<file path="src/pkg/cisc_consts.svh">
// timing and register constants for the card interface supervisor
`ifndef CISC_CONSTS_SVH
`define CISC_CONSTS_SVH
`define CISC_CLK_MHZ 20
`define CISC_T_VCC_VPP_US 16
`define CISC_T_VPP_CLK_US 64
`define CISC_T_DEACT_STEP_US 30
`define CISC_CYC_VCC_VPP (`CISC_T_VCC_VPP_US * `CISC_CLK_MHZ)
`define CISC_CYC_VPP_CLK (`CISC_T_VPP_CLK_US * `CISC_CLK_MHZ)
`define CISC_CYC_DEACT (`CISC_T_DEACT_STEP_US * `CISC_CLK_MHZ)
`define CISC_CNT_W 12
`define CISC_ADDR_CTRL 4'h0
`define CISC_ADDR_STAT 4'h4
`define CISC_CTRL_RST 4'h0
`define CISC_BAD_DATA 32'hDEAD_0BAD
`endif

</file>
<file path="src/pkg/cisc_pkg.sv">
// types shared by the card interface supervisor
package cisc_pkg;
	typedef enum logic [2:0] {
		MODE_IDLE,
		MODE_ACT,
		MODE_READ,
		MODE_WRITE,
		MODE_DEACT,
		MODE_FAULT
	} cisc_mode_t;
	typedef enum logic [2:0] {
		SEQ_OFF,
		SEQ_VCC,
		SEQ_VPP,
		SEQ_CLK,
		SEQ_D_CLK,
		SEQ_D_VPP
	} cisc_seq_t;
endpackage : cisc_pkg

</file>
<file path="src/rtl/cisc_clkgen.sv">
// card and host clock dividers with glitch-free ratio change
`timescale 1ns/1ps
module cisc_clkgen (
	input wire logic sys_clk,
	input wire logic arst_n,
	input wire logic clk_half_sel_n,
	input wire logic clk_quarter_sel_n,
	input wire logic internal_reset_enable,
	output logic host_half_clock,
	output logic card_clk
);
	logic half_q;
	logic quarter_q;
	logic sel_half_q;
	logic sel_quarter_q;
	logic run_q;
	logic out_q;
	logic want_half;
	logic want_quarter;
	logic want_run;
	logic boundary;

	// first stage always halves the input clock
	always_ff @(posedge sys_clk or negedge arst_n) begin
		if (!arst_n) begin
			half_q <= 1'b0;
			quarter_q <= 1'b0;
		end else begin
			half_q <= ~half_q;
			if (half_q)
				quarter_q <= ~quarter_q;
		end
	end

	assign want_half = ~clk_half_sel_n;
	assign want_quarter = clk_half_sel_n & ~clk_quarter_sel_n;
	assign want_run = internal_reset_enable & (want_half | want_quarter);
	// change ratio only where both dividers are high, so no runt pulse
	assign boundary = half_q & quarter_q;

	// selection is sampled at the boundary where both dividers are high
	always_ff @(posedge sys_clk or negedge arst_n) begin
		if (!arst_n) begin
			sel_half_q <= 1'b0;
			sel_quarter_q <= 1'b0;
			run_q <= 1'b0;
		end else if (boundary) begin
			sel_half_q <= want_half;
			sel_quarter_q <= want_quarter;
			run_q <= want_run;
		end
	end

	// output from a flop so the card sees a clean edge
	always_ff @(posedge sys_clk or negedge arst_n) begin
		if (!arst_n)
			out_q <= 1'b0;
		else if (!run_q)
			out_q <= 1'b0;
		else if (sel_half_q)
			out_q <= ~half_q;
		else if (sel_quarter_q)
			out_q <= (half_q ? ~quarter_q : quarter_q);
		else
			out_q <= 1'b0;
	end

	assign host_half_clock = half_q;
	assign card_clk = out_q;
endmodule : cisc_clkgen

</file>
<file path="src/rtl/cisc_top.sv">
// supervisor, mode sequencer and control-pin decoding for the card interface
//
// Design decisions made here: register access over Avalon-MM and the placing of the registers.
`timescale 1ns/1ps
`include "cisc_consts.svh"
// What this block does
// - logic held in reset below first threshold
// - sequencer blocked until main supply fully up
// - main supply drop starts automatic deactivation
// - card contacts inactive during power transitions
// - alarms and block held until delay good
// - host supply low: alarms, discharge, deactivate
// - host supervisor runs with main supply down
// - crystal clock halved before further division
// - half select low gives half rate
// - quarter select low with half select high gives quarter rate
// - selects sampled so no runt pulses
// - host clock always runs at half rate
// - six modes idle activation read write deact fault
// - fault shown on open-drain active-low interrupt
// - extraction shown on open-drain active-low output
// - two presence inputs, opposite polarities
// - complementary open-drain alarm pair to host
// - activation waits 16 us then 64 us
// - deactivation order reset/clock, io/vpp, vcc
// - fault interrupts, deactivates, releases after request drops
module cisc_top (
	input wire logic sys_clk,
	input wire logic arst_n,
	input wire logic main_above_th1,
	input wire logic main_above_th4,
	input wire logic main_above_th4_hys,
	input wire logic host_supply_ok,
	input wire logic delay_above_th3,
	input wire logic supply_request_n,
	input wire logic clk_half_sel_n,
	input wire logic clk_quarter_sel_n,
	input wire logic host_card_reset_req,
	input wire logic prog_sel_low_n,
	input wire logic prog_sel_mid_n,
	input wire logic prog_sel_high_n,
	input wire logic presence_contact_n,
	input wire logic presence_contact,
	input wire logic overcurrent_fault,
	input wire logic overheat_fault,
	input wire logic [3:0] avs_address,
	input wire logic avs_read,
	input wire logic avs_write,
	input wire logic [31:0] avs_writedata,
	output logic [31:0] avs_readdata,
	output logic avs_waitrequest,
	output logic host_half_clock,
	output logic card_clk,
	output logic card_rst,
	output logic card_vcc_en,
	output logic card_vpp_en,
	output logic [1:0] card_vpp_level,
	output logic card_io_en,
	output logic delay_discharge,
	output logic alarm_hi_out,
	output logic alarm_hi_oe_n,
	output logic alarm_lo_out,
	output logic alarm_lo_oe_n,
	output logic int_out,
	output logic int_oe_n,
	output logic detect_out,
	output logic detect_oe_n
);
	cisc_pkg::cisc_mode_t mode_q;
	cisc_pkg::cisc_mode_t mode_d;
	cisc_pkg::cisc_seq_t seq_q;
	cisc_pkg::cisc_seq_t seq_d;
	logic [`CISC_CNT_W-1:0] cnt_q;
	logic [`CISC_CNT_W-1:0] cnt_d;
	logic fault_q;
	logic fault_d;
	logic [3:0] ctrl_q;
	logic ack_q;
	logic [31:0] rdata_q;
	logic logic_rst_n;
	logic seq_blocked;
	logic alarm;
	logic card_present;
	logic fault_event;
	logic abort;
	logic cnt_done;
	logic prog_req;
	logic rst_en;
	logic wr_ctrl;
	logic rd_ctrl;
	logic rd_stat;
	logic req;

	// cycle count compare shared by every timed step
	function automatic logic reached(input logic [`CISC_CNT_W-1:0] c,
		input integer lim);
		reached = (c >= lim[`CISC_CNT_W-1:0] - 1'b1);
	endfunction : reached

	// combined internal reset; alarm path ignores main supply
	assign logic_rst_n = arst_n & main_above_th1;
	assign alarm = ~host_supply_ok | ~delay_above_th3;
	assign seq_blocked = ~main_above_th4_hys | alarm;
	assign card_present = ~presence_contact_n & presence_contact;
	assign prog_req = ~(prog_sel_low_n & prog_sel_mid_n & prog_sel_high_n);
	// any drop-out or hardware problem aborts an open session
	assign abort = ~main_above_th4 | ~host_supply_ok;
	assign fault_event = (mode_q != cisc_pkg::MODE_IDLE) &
		(abort | overcurrent_fault | overheat_fault | ~card_present);
	assign cnt_done = (mode_q != cisc_pkg::MODE_ACT) ?
		reached(cnt_q, `CISC_CYC_DEACT) :
		(seq_q == cisc_pkg::SEQ_VCC) ?
		reached(cnt_q, `CISC_CYC_VCC_VPP) :
		reached(cnt_q, `CISC_CYC_VPP_CLK);

	// mode and contact sequencer
	always_comb begin
		mode_d = mode_q;
		seq_d = seq_q;
		cnt_d = cnt_q + 1'b1;
		fault_d = fault_q | fault_event;
		case (mode_q)
			cisc_pkg::MODE_IDLE: begin
				cnt_d = '0;
				if (!supply_request_n && !seq_blocked && card_present &&
					!fault_q) begin
					mode_d = cisc_pkg::MODE_ACT;
					seq_d = cisc_pkg::SEQ_VCC;
				end
				if (fault_q && supply_request_n)
					fault_d = 1'b0;
			end
			cisc_pkg::MODE_ACT: begin
				if (cnt_done) begin
					cnt_d = '0;
					if (seq_q == cisc_pkg::SEQ_VCC)
						seq_d = cisc_pkg::SEQ_VPP;
					else begin
						seq_d = cisc_pkg::SEQ_CLK;
						mode_d = cisc_pkg::MODE_READ;
					end
				end
			end
			cisc_pkg::MODE_READ: begin
				cnt_d = '0;
				if (prog_req)
					mode_d = cisc_pkg::MODE_WRITE;
			end
			cisc_pkg::MODE_WRITE: begin
				cnt_d = '0;
				if (!prog_req)
					mode_d = cisc_pkg::MODE_READ;
			end
			cisc_pkg::MODE_DEACT, cisc_pkg::MODE_FAULT: begin
				if (cnt_done) begin
					cnt_d = '0;
					if (seq_q == cisc_pkg::SEQ_D_CLK)
						seq_d = cisc_pkg::SEQ_D_VPP;
					else if (seq_q == cisc_pkg::SEQ_D_VPP)
						seq_d = cisc_pkg::SEQ_VCC;
					else begin
						seq_d = cisc_pkg::SEQ_OFF;
						mode_d = cisc_pkg::MODE_IDLE;
					end
				end
			end
			default: begin
				mode_d = cisc_pkg::MODE_IDLE;
				seq_d = cisc_pkg::SEQ_OFF;
			end
		endcase
		// session end or fault starts the backward count
		if ((mode_q == cisc_pkg::MODE_ACT || mode_q == cisc_pkg::MODE_READ ||
			mode_q == cisc_pkg::MODE_WRITE) &&
			(supply_request_n || fault_event)) begin
			mode_d = fault_event ? cisc_pkg::MODE_FAULT :
				cisc_pkg::MODE_DEACT;
			seq_d = cisc_pkg::SEQ_D_CLK;
			cnt_d = '0;
		end
	end

	// sequencer state; main reset also clears it (power-down safety)
	always_ff @(posedge sys_clk or negedge arst_n) begin
		if (!arst_n) begin
			mode_q <= cisc_pkg::MODE_IDLE;
			seq_q <= cisc_pkg::SEQ_OFF;
			cnt_q <= '0;
			fault_q <= 1'b0;
		end else if (!logic_rst_n) begin
			mode_q <= cisc_pkg::MODE_IDLE;
			seq_q <= cisc_pkg::SEQ_OFF;
			cnt_q <= '0;
			fault_q <= 1'b0;
		end else begin
			mode_q <= mode_d;
			seq_q <= seq_d;
			cnt_q <= cnt_d;
			fault_q <= fault_d;
		end
	end

	// contact drive decoded from the sequence step; vpp level from the mode and program selects
	always_ff @(posedge sys_clk or negedge arst_n) begin
		if (!arst_n) begin
			card_vcc_en <= 1'b0;
			card_vpp_en <= 1'b0;
			card_io_en <= 1'b0;
			card_rst <= 1'b0;
			card_vpp_level <= 2'h0;
		end else begin
			card_vcc_en <= logic_rst_n & (seq_q != cisc_pkg::SEQ_OFF);
			card_vpp_en <= logic_rst_n & (seq_q == cisc_pkg::SEQ_VPP ||
				seq_q == cisc_pkg::SEQ_CLK || seq_q == cisc_pkg::SEQ_D_CLK);
			card_io_en <= logic_rst_n & (seq_q == cisc_pkg::SEQ_CLK ||
				seq_q == cisc_pkg::SEQ_D_CLK);
			card_rst <= rst_en & host_card_reset_req;
			card_vpp_level <= (mode_q != cisc_pkg::MODE_WRITE) ? 2'h0 :
				!prog_sel_high_n ? 2'h3 : !prog_sel_mid_n ? 2'h2 : 2'h1;
		end
	end

	assign rst_en = logic_rst_n & (seq_q == cisc_pkg::SEQ_CLK) &
		~ctrl_q[0];

	cisc_clkgen u_clk (
		.sys_clk(sys_clk),
		.arst_n(arst_n),
		.clk_half_sel_n(clk_half_sel_n),
		.clk_quarter_sel_n(clk_quarter_sel_n),
		.internal_reset_enable(rst_en),
		.host_half_clock(host_half_clock),
		.card_clk(card_clk)
	);

	// open-drain pins: enable low pulls the line low
	assign delay_discharge = ~host_supply_ok;
	assign alarm_lo_out = 1'b0;
	assign alarm_lo_oe_n = ~alarm;
	assign alarm_hi_out = 1'b0;
	assign alarm_hi_oe_n = alarm;
	assign int_out = 1'b0;
	assign int_oe_n = ~fault_q;
	assign detect_out = 1'b0;
	assign detect_oe_n = card_present;

	// register decode; one wait cycle on every access
	assign req = (avs_read | avs_write) & ~ack_q;
	assign wr_ctrl = avs_write & ack_q & (avs_address == `CISC_ADDR_CTRL);
	assign rd_ctrl = avs_address == `CISC_ADDR_CTRL;
	assign rd_stat = avs_address == `CISC_ADDR_STAT;
	assign avs_waitrequest = (avs_read | avs_write) & ~ack_q;
	assign avs_readdata = rdata_q;

	// bus slave; status word shows live mode and supervisor state
	always_ff @(posedge sys_clk or negedge arst_n) begin
		if (!arst_n) begin
			ack_q <= 1'b0;
			ctrl_q <= `CISC_CTRL_RST;
			rdata_q <= 32'h0000_0000;
		end else begin
			ack_q <= req;
			if (wr_ctrl)
				ctrl_q <= avs_writedata[3:0];
			if (req && avs_read) begin
				if (rd_ctrl)
					rdata_q <= {28'h000_0000, ctrl_q};
				else if (rd_stat)
					rdata_q <= {20'h0_0000, card_present, fault_q, alarm,
						seq_blocked, 1'b0, seq_q, 1'b0, mode_q};
				else
					rdata_q <= `CISC_BAD_DATA;
			end
		end
	end
endmodule : cisc_top

</file>
<file path="config.mk">
export PLATFORM = sky130hd
export DESIGN_NAME = cisc_top
export DESIGN_NICKNAME = d
export VERILOG_FILES = /design/src/pkg/cisc_pkg.sv /design/src/rtl/cisc_clkgen.sv /design/src/rtl/cisc_top.sv
export VERILOG_INCLUDE_DIRS = /design/src /design/src/pkg
export SDC_FILE = /design/constraint.sdc
export NUM_CORES = 1
export LEC_CHECK = 0
export BUFFER_PORTS_ARGS = -buffer_cell sky130_fd_sc_hd__buf_2
export CORE_MARGIN = 1.5
export CORE_UTILIZATION = 40
export DETAILED_ROUTE_END_ITERATION = 8
export PLACE_DENSITY_LB_ADDON = 0.15
export SLEW_MARGIN = 20
export SYNTH_ARGS = -nofsm -noshare
export SYNTH_HDL_FRONTEND = slang
export SYNTH_SLANG_ARGS = --single-unit
</file>
<file path="constraint.sdc">
create_clock -name sys_clk -period 2.4 [get_ports sys_clk]
set_input_delay 0.36 -clock sys_clk [delete_from_list [all_inputs] [get_ports sys_clk]]
set_output_delay 0.36 -clock sys_clk [all_outputs]
set_load 0.01 [all_outputs]
</file>
==> impl_metrics.toml, run 1 <==
[status]
status = "complete, no violations"

[placement]
gp_congestion = 0.846
numPlacedInstances = 402
detailed_place.area_mm2 = 0.00287
dpl.hpwl_um = 4010
place_worst_setup_slack_ns = 0.0269
numPortBuffers = 64

[routing]
detail_route.first_pass.iterations = 4
route.antenna.remaining_nets = 0
detail_route.wl_per_cell_um = 13.1
num_vias = 2070
residual_drc = 0
viasPerCell = 5.05
initialDrtViolationCount = 72
routed_wl_um = 5360

[setup_path]
timing.critical_path.arrival_ns = 2.39
path_cells = "or3b_4, a2111o_1, o22ai_2, o21ai_2, nand2_1, mux2_2"
regToRegSetupSlack_ns = 0.20
timing.critical_path.required_ns = 2.59
critPathLaunch = "mode_q[0]$_DFFE_PN0P_"
worst-path-max-fanout = 9
critical_path.reg2reg.startpoint = "mode_q[0]$_DFFE_PN0P_"
critPathSlowestCell = "sky130_fd_sc_hd__dfrtp_1"
count_of_cells_along_the_worst_register_to_register_path = 6
regToRegEndpoint = "mode_q[0]$_DFFE_PN0P_"
setup.worst_path.end_class = "register"
critical_path.max_stage_delay_ns = 0.51
critPathKind = "reg2reg"
startpoint_type = "register"

[clock_tree]
cts_tree = "built"
h-tree-depth = 2
tritoncts.num_buffers = 5
clock_tree.buffer_depth = 2
clock-root-buffer = "sky130_fd_sc_hd__clkbuf_8"
post_cts_hold_buffer_count = 0
clkTransAtPathRegs_ns = 0.10
cts.sink_count = 48
cts_setup_buffers = 0
post_cts_resized = 0
worst_skew_pair.late_latency_ns = 0.31

[die]
initial_core_util = 0.410
floorplan.die_area_mm2 = 0.00696
io_pins = 106
area_of_the_core_mm2 = 0.00631
chipHeight_um = 83.4
floorplan.die.width_um = 83.4
core.rowCount = 29

[min_path]
hp-class = "in2async"

[logic_synthesis]
yosys-mux-area-fraction = 0.0455
yosys-top-cells-count = "48 x sky130_fd_sc_hd__dfrtp_1, 28 x sky130_fd_sc_hd__nor2_1, 24 x sky130_fd_sc_hd__buf_4"
synthFlopType = "sky130_fd_sc_hd__dfrtp_1"
synth_top_family_by_area = "simple AND/OR/NAND/NOR gates"
synth_top_cell_area_share = 0.464
postSynthCellCount = 276
ys_seq_area_frac = 0.464
synth.avg_cell_area_um2 = 9.37
synth_enable_flop_cells = 0
synth_simple_gate_area_share = 0.179
yosys_warnings = 0
post_synth_num_cell_types = 47
post-synth-top-count-cell = "sky130_fd_sc_hd__dfrtp_1"
synth_top_cells_by_area = "sky130_fd_sc_hd__dfrtp_1 46%, sky130_fd_sc_hd__buf_4 7.0%, sky130_fd_sc_hd__nor2_1 4.1%, sky130_fd_sc_hd__a21oi_1 3.5%, sky130_fd_sc_hd__nand2_1 3.2%"
synth-xor-area-share = 0.0372
synth-adder-area-share = 0.00967
synth-compound-area-share = 0.145
post-synth-top-area-cell = "sky130_fd_sc_hd__dfrtp_1"
netlist_area_mm2 = 0.00259
synth_seq_cells = 48
synth_async_sr_flop_share = 1.00

[timing]
timing.slew.headroom = 0.485
slew_viol_final = 0
final.setup.worst_slack_ns = 0.199
finalClockSkew_ns = 0.0101
whs_ns = 0.192
post-route-period-util = 0.917
total_setup_violations_reported_at_the_end_of_the_flow = 0
tightestPinTransition_ns = 0.773
timing.final.crit_period_ns = 2.20
final_hold_viol_count = 0
rsz_0062_raised_after_global_routing = "no"
fin_tns_setup_ns = 0
maxClockFrequency_mhz = 454

[power]
p_per_area_mw_per_mm2 = 686
peakVddDrop_v = 0.000303
post-layout-total-power_mw = 2.04
cellLeakagePower_nw = 1.41

[global_routing]
grt_usage = 0.161
antenna_found_initial = 0
grt.overflow.total = 0
grt_start_max_net_pins = 50
number_of_global_route_vias_before_repair = 1938
first_pass_grt_wire_length_um = 9130

[finish]
final_layout_size_suffix_gt1_frac = 0.279
fill_cell_instance_count_of_the_final_layout = 645
layout-area-overhead-vs-synth_pct = 14.9
design_area_mm2 = 0.00297
n_antenna_cell = 0
final_cells = 410
finish.net_count = 390
total_area_of_multi_input_combinational_cells_mm2 = 0.00113
sequential_cell_area_mm2 = 0.00120
finalCoreUtilization = 0.471

[run]
drv_cap = 0
-- cell families after synthesis --
| group | count (synthesis) |
|---|---|
| AO/OA/AOI/OAI | 57 |
| XOR/XNOR | 11 |
| adder cells (fa/ha/maj) | 2 |
| buffers and inverters | 53 |
| flip-flops | 48 |
| multiplexers | 11 |
| other | 1 |
| AND/OR/NAND/NOR | 93 |
-- placed cells by master, fill, tap and decap left out, drive strengths merged, types with 3 or more instances in the layout --
master	netlist	routed
a21oi	18	18
conb	1	13
xnor2	8	8
inv	19	19
mux2	6	6
and3	4	4
nand3	9	9
xor2	3	3
clkbuf	9	6
nor3	8	8
or3	3	3
buf	25	71
mux2i	5	5
dfrtp	48	48
nor2	28	28
o31ai	4	4
o21ai	17	17
nor2b	3	3
nand3b	4	4
nand2	22	22
-- power breakdown --
part           total (mW)  switching, mW  leakage, nW  internal (mW)
logic               0.560          0.315        0.734          0.245
clock network       0.510          0.277       0.0434          0.234
registers           0.970         0.0862        0.631          0.884
-- flip-flops by register name, indices dropped and copies added (netlist names), 2 cells and up --
signal          cells
card_vpp_level      2
seq_q               3
avs_readdata       12
cnt_q              12
ctrl_q              4
mode_q              3
-- critical path, delay by kind of cell (launching register included) --
kind               cells  cell delay, ns
AOI/OAI and AO/OA      3            0.73
and+or+nand+nor        2            0.53
muxes                  1            0.33
DFF                    1            0.51
-- worst max-delay path by stage --
| stage | endpoint | slack [ns] | depth (start not counted) |
|---|---|---|---|
| floorplan | mode_q[0]$_DFFE_PN0P_ | 0.44 | 6 |
| global placement | cnt_q[4]$_DFF_PN0_ | 0.07 | 6 |
| detailed placement | cnt_q[3]$_DFF_PN0_ | 0.03 | 6 |
| CTS | cnt_q[8]$_DFF_PN0_ | 0.007 | 6 |
| global route | cnt_q[7]$_DFF_PN0_ | 0.01 | 6 |
| finish | mode_q[0]$_DFFE_PN0P_ | 0.20 | 6 |
-- per-layer routing --
layer,wire length [um],GRT usage,vias up,share of wire
met3,304,0.0388,7,0.057
met2,2600,0.280,59,0.48
li1,-,-,1031,-
met4,68,0.0492,0,0.013
met1,2390,0.198,973,0.45
met5,0,0,-,0
-- final cells by class --
class                   instances  area share
clock buffers                   6      0.0278
inverters                      19      0.0240
flip-flops and latches         48       0.404
clock inverters                 2     0.00505
repair buffers                 71       0.125
multi-input cells             187       0.382
well taps                      77      0.0324
No activity file was read; power rests on OpenSTA's default activity.
==> run 2: changes to the inputs <==
Settings changed: PLACE_DENSITY set to 0.78, PLACE_DENSITY_LB_ADDON 0.15 to not set.
==> run 2 against run 1 <==
Against the previous run: worst hold slack got worse by 0.011 ns; first-iteration DRC count increased by 110%; clock skew about the same; global-route usage decreased by 0.27 points; non-clock buffer count decreased by 1; critical endpoint unchanged; register-to-register slack improved by 0.07 ns; die area unchanged.
==> impl_metrics.toml, run 2 (synthesis results as in run 1) <==
[status]
status = "complete, no violations"

[clock_tree]
post_cts_resized = 0
clkTransAtPathRegs_ns = 0.09
cts_setup_buffers = 0
cts_tree = "built"
worst_skew_pair.late_latency_ns = 0.31
cts.sink_count = 48
clock-root-buffer = "sky130_fd_sc_hd__clkbuf_8"
post_cts_hold_buffer_count = 0
h-tree-depth = 2
clock_tree.buffer_depth = 2
tritoncts.num_buffers = 5

[global_routing]
grt.overflow.total = 0
antenna_found_initial = 0
grt_start_max_net_pins = 50
grt_usage = 0.158
grtUsageMet2 = 0.274
gr-usage-met1 = 0.202
top_usage_layer = "met2"
met3_layer_usage_reported_by_global_route = 0.0328
first_pass_grt_wire_length_um = 9030
number_of_global_route_vias_before_repair = 2011

[placement]
detailed_place.area_mm2 = 0.00286
numPlacedInstances = 401
gp_congestion = 0.845
dpl.hpwl_um = 3910
numPortBuffers = 64
place_worst_setup_slack_ns = 0.284

[routing]
num_vias = 2082
residual_drc = 0
detail_route.wl_per_cell_um = 12.8
detail_route.first_pass.iterations = 4
routed_wl_um = 5230
initialDrtViolationCount = 151
viasPerCell = 5.09
route.antenna.remaining_nets = 0

[setup_path]
worst-path-max-fanout = 8
setup.worst_path.end_class = "register"
startpoint_type = "register"
timing.critical_path.arrival_ns = 2.32
timing.critical_path.required_ns = 2.60
critPathKind = "reg2reg"

[finish]
final_layout_size_suffix_gt1_frac = 0.277
n_antenna_cell = 0
layout_commonest_cell = "sky130_fd_sc_hd__buf_2"
mostFrequentLayoutCells = "64 x sky130_fd_sc_hd__buf_2, 48 x sky130_fd_sc_hd__dfrtp_1, 28 x sky130_fd_sc_hd__nor2_1"
final_cells = 409
fill_cell_instance_count_of_the_final_layout = 617
layout-area-overhead-vs-synth_pct = 14.3
finalCoreUtilization = 0.468
finish.net_count = 389
design_area_mm2 = 0.00296

[timing]
timing.slew.headroom = 0.483
maxClockFrequency_mhz = 470
tightestPinTransition_ns = 0.770
final.setup.worst_slack_ns = 0.271
rsz_0062_raised_after_global_routing = "no"
timing.final.crit_period_ns = 2.13
finalClockSkew_ns = 0.00984
post-route-period-util = 0.887
slew_viol_final = 0
fin_tns_setup_ns = 0
final_hold_viol_count = 0
total_setup_violations_reported_at_the_end_of_the_flow = 0

[run]
drv_cap = 0

[min_path]
hp-class = "in2async"

[die]
chipHeight_um = 83.4
io_pins = 106
core.rowCount = 29
area_of_the_core_mm2 = 0.00631
initial_core_util = 0.410
floorplan.die.width_um = 83.4
floorplan.die_area_mm2 = 0.00696

[power]
p_per_area_mw_per_mm2 = 688
peakVddDrop_v = 0.000406
cellLeakagePower_nw = 1.40
run 2: layer usage:
metal,vias to the layer above,share of wire
met4,0,0.013
li1,1014,-
met2,65,0.49
met3,9,0.052
met1,994,0.44
met5,-,0
run 2: area by class of cell:
type / count / area, um^2 / area share
tap: 77 / 96.3 / 0.0326
inverter: 19 / 71.3 / 0.0241
sequential: 48 / 1200 / 0.406
clock buffer: 6 / 82.6 / 0.0279
clock inverter: 2 / 15.0 / 0.00508
multi-input combinational: 187 / 1120 / 0.380
timing repair buffer: 70 / 365 / 0.124
run 2: power breakdown:
| group | internal, mW | switching (mW) |
|---|---|---|
| logic | 0.243 | 0.310 |
| clock network | 0.233 | 0.277 |
| registers | 0.884 | 0.0857 |
| total | 1.36 | 0.673 |
run 2: metrics by stage:
| step | hold slack [ns] | total power, mW |
|---|---|---|
| 5_1_grt | 0.237 | 2.16 |
| 3_5_place_dp | 0.463 | 1.54 |
| 4_1_cts | 0.217 | 2.05 |
| 3_3_place_gp | 0.438 | 1.52 |
| 2_1_floorplan | 0.0644 | 1.40 |
| 6_report | 0.181 | 2.03 |
run 2: critical path: stages, from the launching register on:
cell and delay (ns):
sky130_fd_sc_hd__dfrtp_1 0.49, sky130_fd_sc_hd__or3b_4 0.44, sky130_fd_sc_hd__a2111o_1 0.37, sky130_fd_sc_hd__o22ai_2 0.17, sky130_fd_sc_hd__o21ai_2 0.14, sky130_fd_sc_hd__nand2_1 0.10
sky130_fd_sc_hd__mux2_2 0.32
run 2: final timing paths:
check                                                        to  cells past startpoint  slack [ns]                             from
max in group asynchronous                 card_vpp_en$_DFF_PN0_                      2        1.81                           arst_n
worst min-delay path                         cnt_q[6]$_DFF_PN0_                      2        0.18                           arst_n
min in group sys_clk                card_vpp_level[0]$_DFF_PN0_                      2        0.24                  prog_sel_high_n
worst min register to register  u_clk.host_half_clock$_DFF_PN0_                      1        0.47  u_clk.host_half_clock$_DFF_PN0_
worst max register to register            mode_q[0]$_DFFE_PN0P_                      6        0.27            mode_q[0]$_DFFE_PN0P_
worst max-delay path                      mode_q[0]$_DFFE_PN0P_                      6        0.27            mode_q[0]$_DFFE_PN0P_
==> run 3: changes to the inputs <==
Settings changed: CORE_MARGIN 1.5 to 3, CTS_CLUSTER_DIAMETER set to 80, RECOVER_POWER set to 100.
==> run 3 against run 2 <==
Against the previous run: sequential power fell by 1%; wire length is 1.9% higher; count of clock-buffer cells in the layout did not move; largest cell class unchanged.
==> impl_metrics.toml, run 3 (synthesis results as in run 1) <==
[clock_tree]
post_cts_resized = 0
post_cts_hold_buffer_count = 0
clock-root-buffer = "sky130_fd_sc_hd__clkbuf_8"
clkTransAtPathRegs_ns = 0.09
clock_tree.buffer_depth = 2
worst_skew_pair.late_latency_ns = 0.31
cts.sink_count = 48
tritoncts.num_buffers = 5
cts_tree = "built"
h-tree-depth = 2
cts_setup_buffers = 0

[timing]
total_setup_violations_reported_at_the_end_of_the_flow = 0
finalClockSkew_ns = 0.00975
whs_ns = 0.243
maxClockFrequency_mhz = 475
rsz_0062_raised_after_global_routing = "no"
slew_viol_final = 0
final.setup.worst_slack_ns = 0.293
final_hold_viol_count = 0
tightestPinTransition_ns = 1.18
timing.slew.headroom = 0.215
timing.final.crit_period_ns = 2.11
fin_tns_setup_ns = 0
post-route-period-util = 0.878

[setup_path]
path_cells = "or3b_4, a2111o_1, o22ai_2, o21ai_2, nand2_1, mux2_2"
critical_path.reg2reg.startpoint = "mode_q[0]$_DFFE_PN0P_"
regToRegEndpoint = "mode_q[0]$_DFFE_PN0P_"
regToRegSetupSlack_ns = 0.29
timing.critical_path.required_ns = 2.60
critical_path.max_stage_delay_ns = 0.46
critPathSlowestCell = "sky130_fd_sc_hd__dfrtp_1"
setup.worst_path.end_class = "register"
count_of_cells_along_the_worst_register_to_register_path = 6
critPathKind = "reg2reg"
worst-path-max-fanout = 7
startpoint_type = "register"
timing.critical_path.arrival_ns = 2.30

[finish]
layout_commonest_cell = "sky130_fd_sc_hd__dfrtp_1"
final_layout_size_suffix_gt1_frac = 0.154
fill_cell_instance_count_of_the_final_layout = 628
finish.net_count = 389
finalCoreUtilization = 0.478
sequential_cell_area_mm2 = 0.00120
mostFrequentLayoutCells = "48 x sky130_fd_sc_hd__dfrtp_1, 39 x sky130_fd_sc_hd__clkbuf_1, 28 x sky130_fd_sc_hd__nor2_1"
total_area_of_multi_input_combinational_cells_mm2 = 0.00111
layout-area-overhead-vs-synth_pct = 12.5
n_antenna_cell = 0

[routing]
initialDrtViolationCount = 78
num_vias = 2052
residual_drc = 0
detail_route.wl_per_cell_um = 13.1
detail_route.first_pass.iterations = 4
routed_wl_um = 5330
route.antenna.remaining_nets = 0
viasPerCell = 5.04

[placement]
numPortBuffers = 64
dpl.hpwl_um = 3970
place_worst_setup_slack_ns = 0.303
gp_congestion = 0.839

[status]
status = "complete, no violations"

[global_routing]
antenna_found_initial = 0
number_of_global_route_vias_before_repair = 1931
grt_start_max_net_pins = 50
first_pass_grt_wire_length_um = 8620
grt.overflow.total = 0
grt_usage = 0.145

[power]
p_per_area_mw_per_mm2 = 725
post-layout-total-power_mw = 2.11
cellLeakagePower_nw = 1.30
peakVddDrop_v = 0.000294

[die]
floorplan.die_area_mm2 = 0.00747
area_of_the_core_mm2 = 0.00610
io_pins = 106
floorplan.die.width_um = 86.4
initial_core_util = 0.424
chipHeight_um = 86.4
core.rowCount = 28

[min_path]
worst_hold_stages = 2
worst_hold_path_ep = "card_vpp_level[0]$_DFF_PN0_"
hp-class = "in2reg"
hold_path_startpoint = "prog_sel_high_n"

[run]
drv_cap = 0
[run 3: cell types whose count changed in the layout (fill, tap and decap cells not counted)]
cell	delta
sky130_fd_sc_hd__clkbuf_2	+2
sky130_fd_sc_hd__nor3_2	-1
sky130_fd_sc_hd__clkinvlp_4	-2
sky130_fd_sc_hd__bufinv_16	+1
sky130_fd_sc_hd__clkbuf_1	+39
sky130_fd_sc_hd__nor3_1	+1
sky130_fd_sc_hd__buf_4	-3
sky130_fd_sc_hd__clkinv_4	+1
sky130_fd_sc_hd__o31ai_2	-1
sky130_fd_sc_hd__o31ai_1	+1
sky130_fd_sc_hd__buf_2	-38
[run 3: critical path: cells and delay by family, from the launching register on]
family           cells  cell delay [ns]
multiplexers         1             0.33
flip-flops           1             0.46
AND/OR/NAND/NOR      2             0.53
AO/OA/AOI/OAI        3             0.67
[run 3: metrics by stage]
| stage | std cells | area [um^2] |
|---|---|---|
| after global placement | 399 | 2860 |
| after detailed placement | 399 | 2860 |
| after floorplan | 288 | 2630 |
| final | 407 | 2910 |
| after CTS | 407 | 2980 |
| after global routing | 407 | 2910 |
[run 3: power breakdown]
part / switching [mW] / leakage (nW) / internal, mW
sequential: 0.0755 / 0.631 / 0.884
clock: 0.276 / 0.0614 / 0.341
combinational: 0.323 / 0.603 / 0.213
total: 0.674 / 1.30 / 1.44
[run 3: area by class of cell]
| class | count | area share |
|---|---|---|
| clock buffers | 6 | 0.0284 |
| clock inverters | 2 | 0.0133 |
| inverters | 19 | 0.0245 |
| multi-input cells | 187 | 0.383 |
| flip-flops and latches | 48 | 0.413 |
| well taps | 75 | 0.0322 |
| repair buffers | 70 | 0.106 |
[run 3: metal layers]
layer  up-vias  global-route usage  share of wire
li1       1024                   -              -
met1       960               0.179           0.44
met2        62               0.248           0.49
met3         6              0.0352          0.063
met4         0              0.0510          0.011
met5         -                   0              0
[run 3: how the worst max path moves through the flow]
stage | depth (start not counted) | slack (ns) | start | end
2_1_floorplan | 6 | 0.44 | mode_q[1]$_DFFE_PN0P_ | mode_q[0]$_DFFE_PN0P_
3_3_place_gp | 6 | 0.34 | mode_q[0]$_DFFE_PN0P_ | mode_q[0]$_DFFE_PN0P_
3_5_place_dp | 6 | 0.30 | mode_q[0]$_DFFE_PN0P_ | mode_q[0]$_DFFE_PN0P_
4_1_cts | 6 | 0.27 | mode_q[0]$_DFFE_PN0P_ | mode_q[0]$_DFFE_PN0P_
5_1_grt | 7 | 0.05 | cnt_q[0]$_DFF_PN0_ | seq_q[1]$_DFFE_PN0P_
6_report | 6 | 0.29 | mode_q[0]$_DFFE_PN0P_ | mode_q[0]$_DFFE_PN0P_
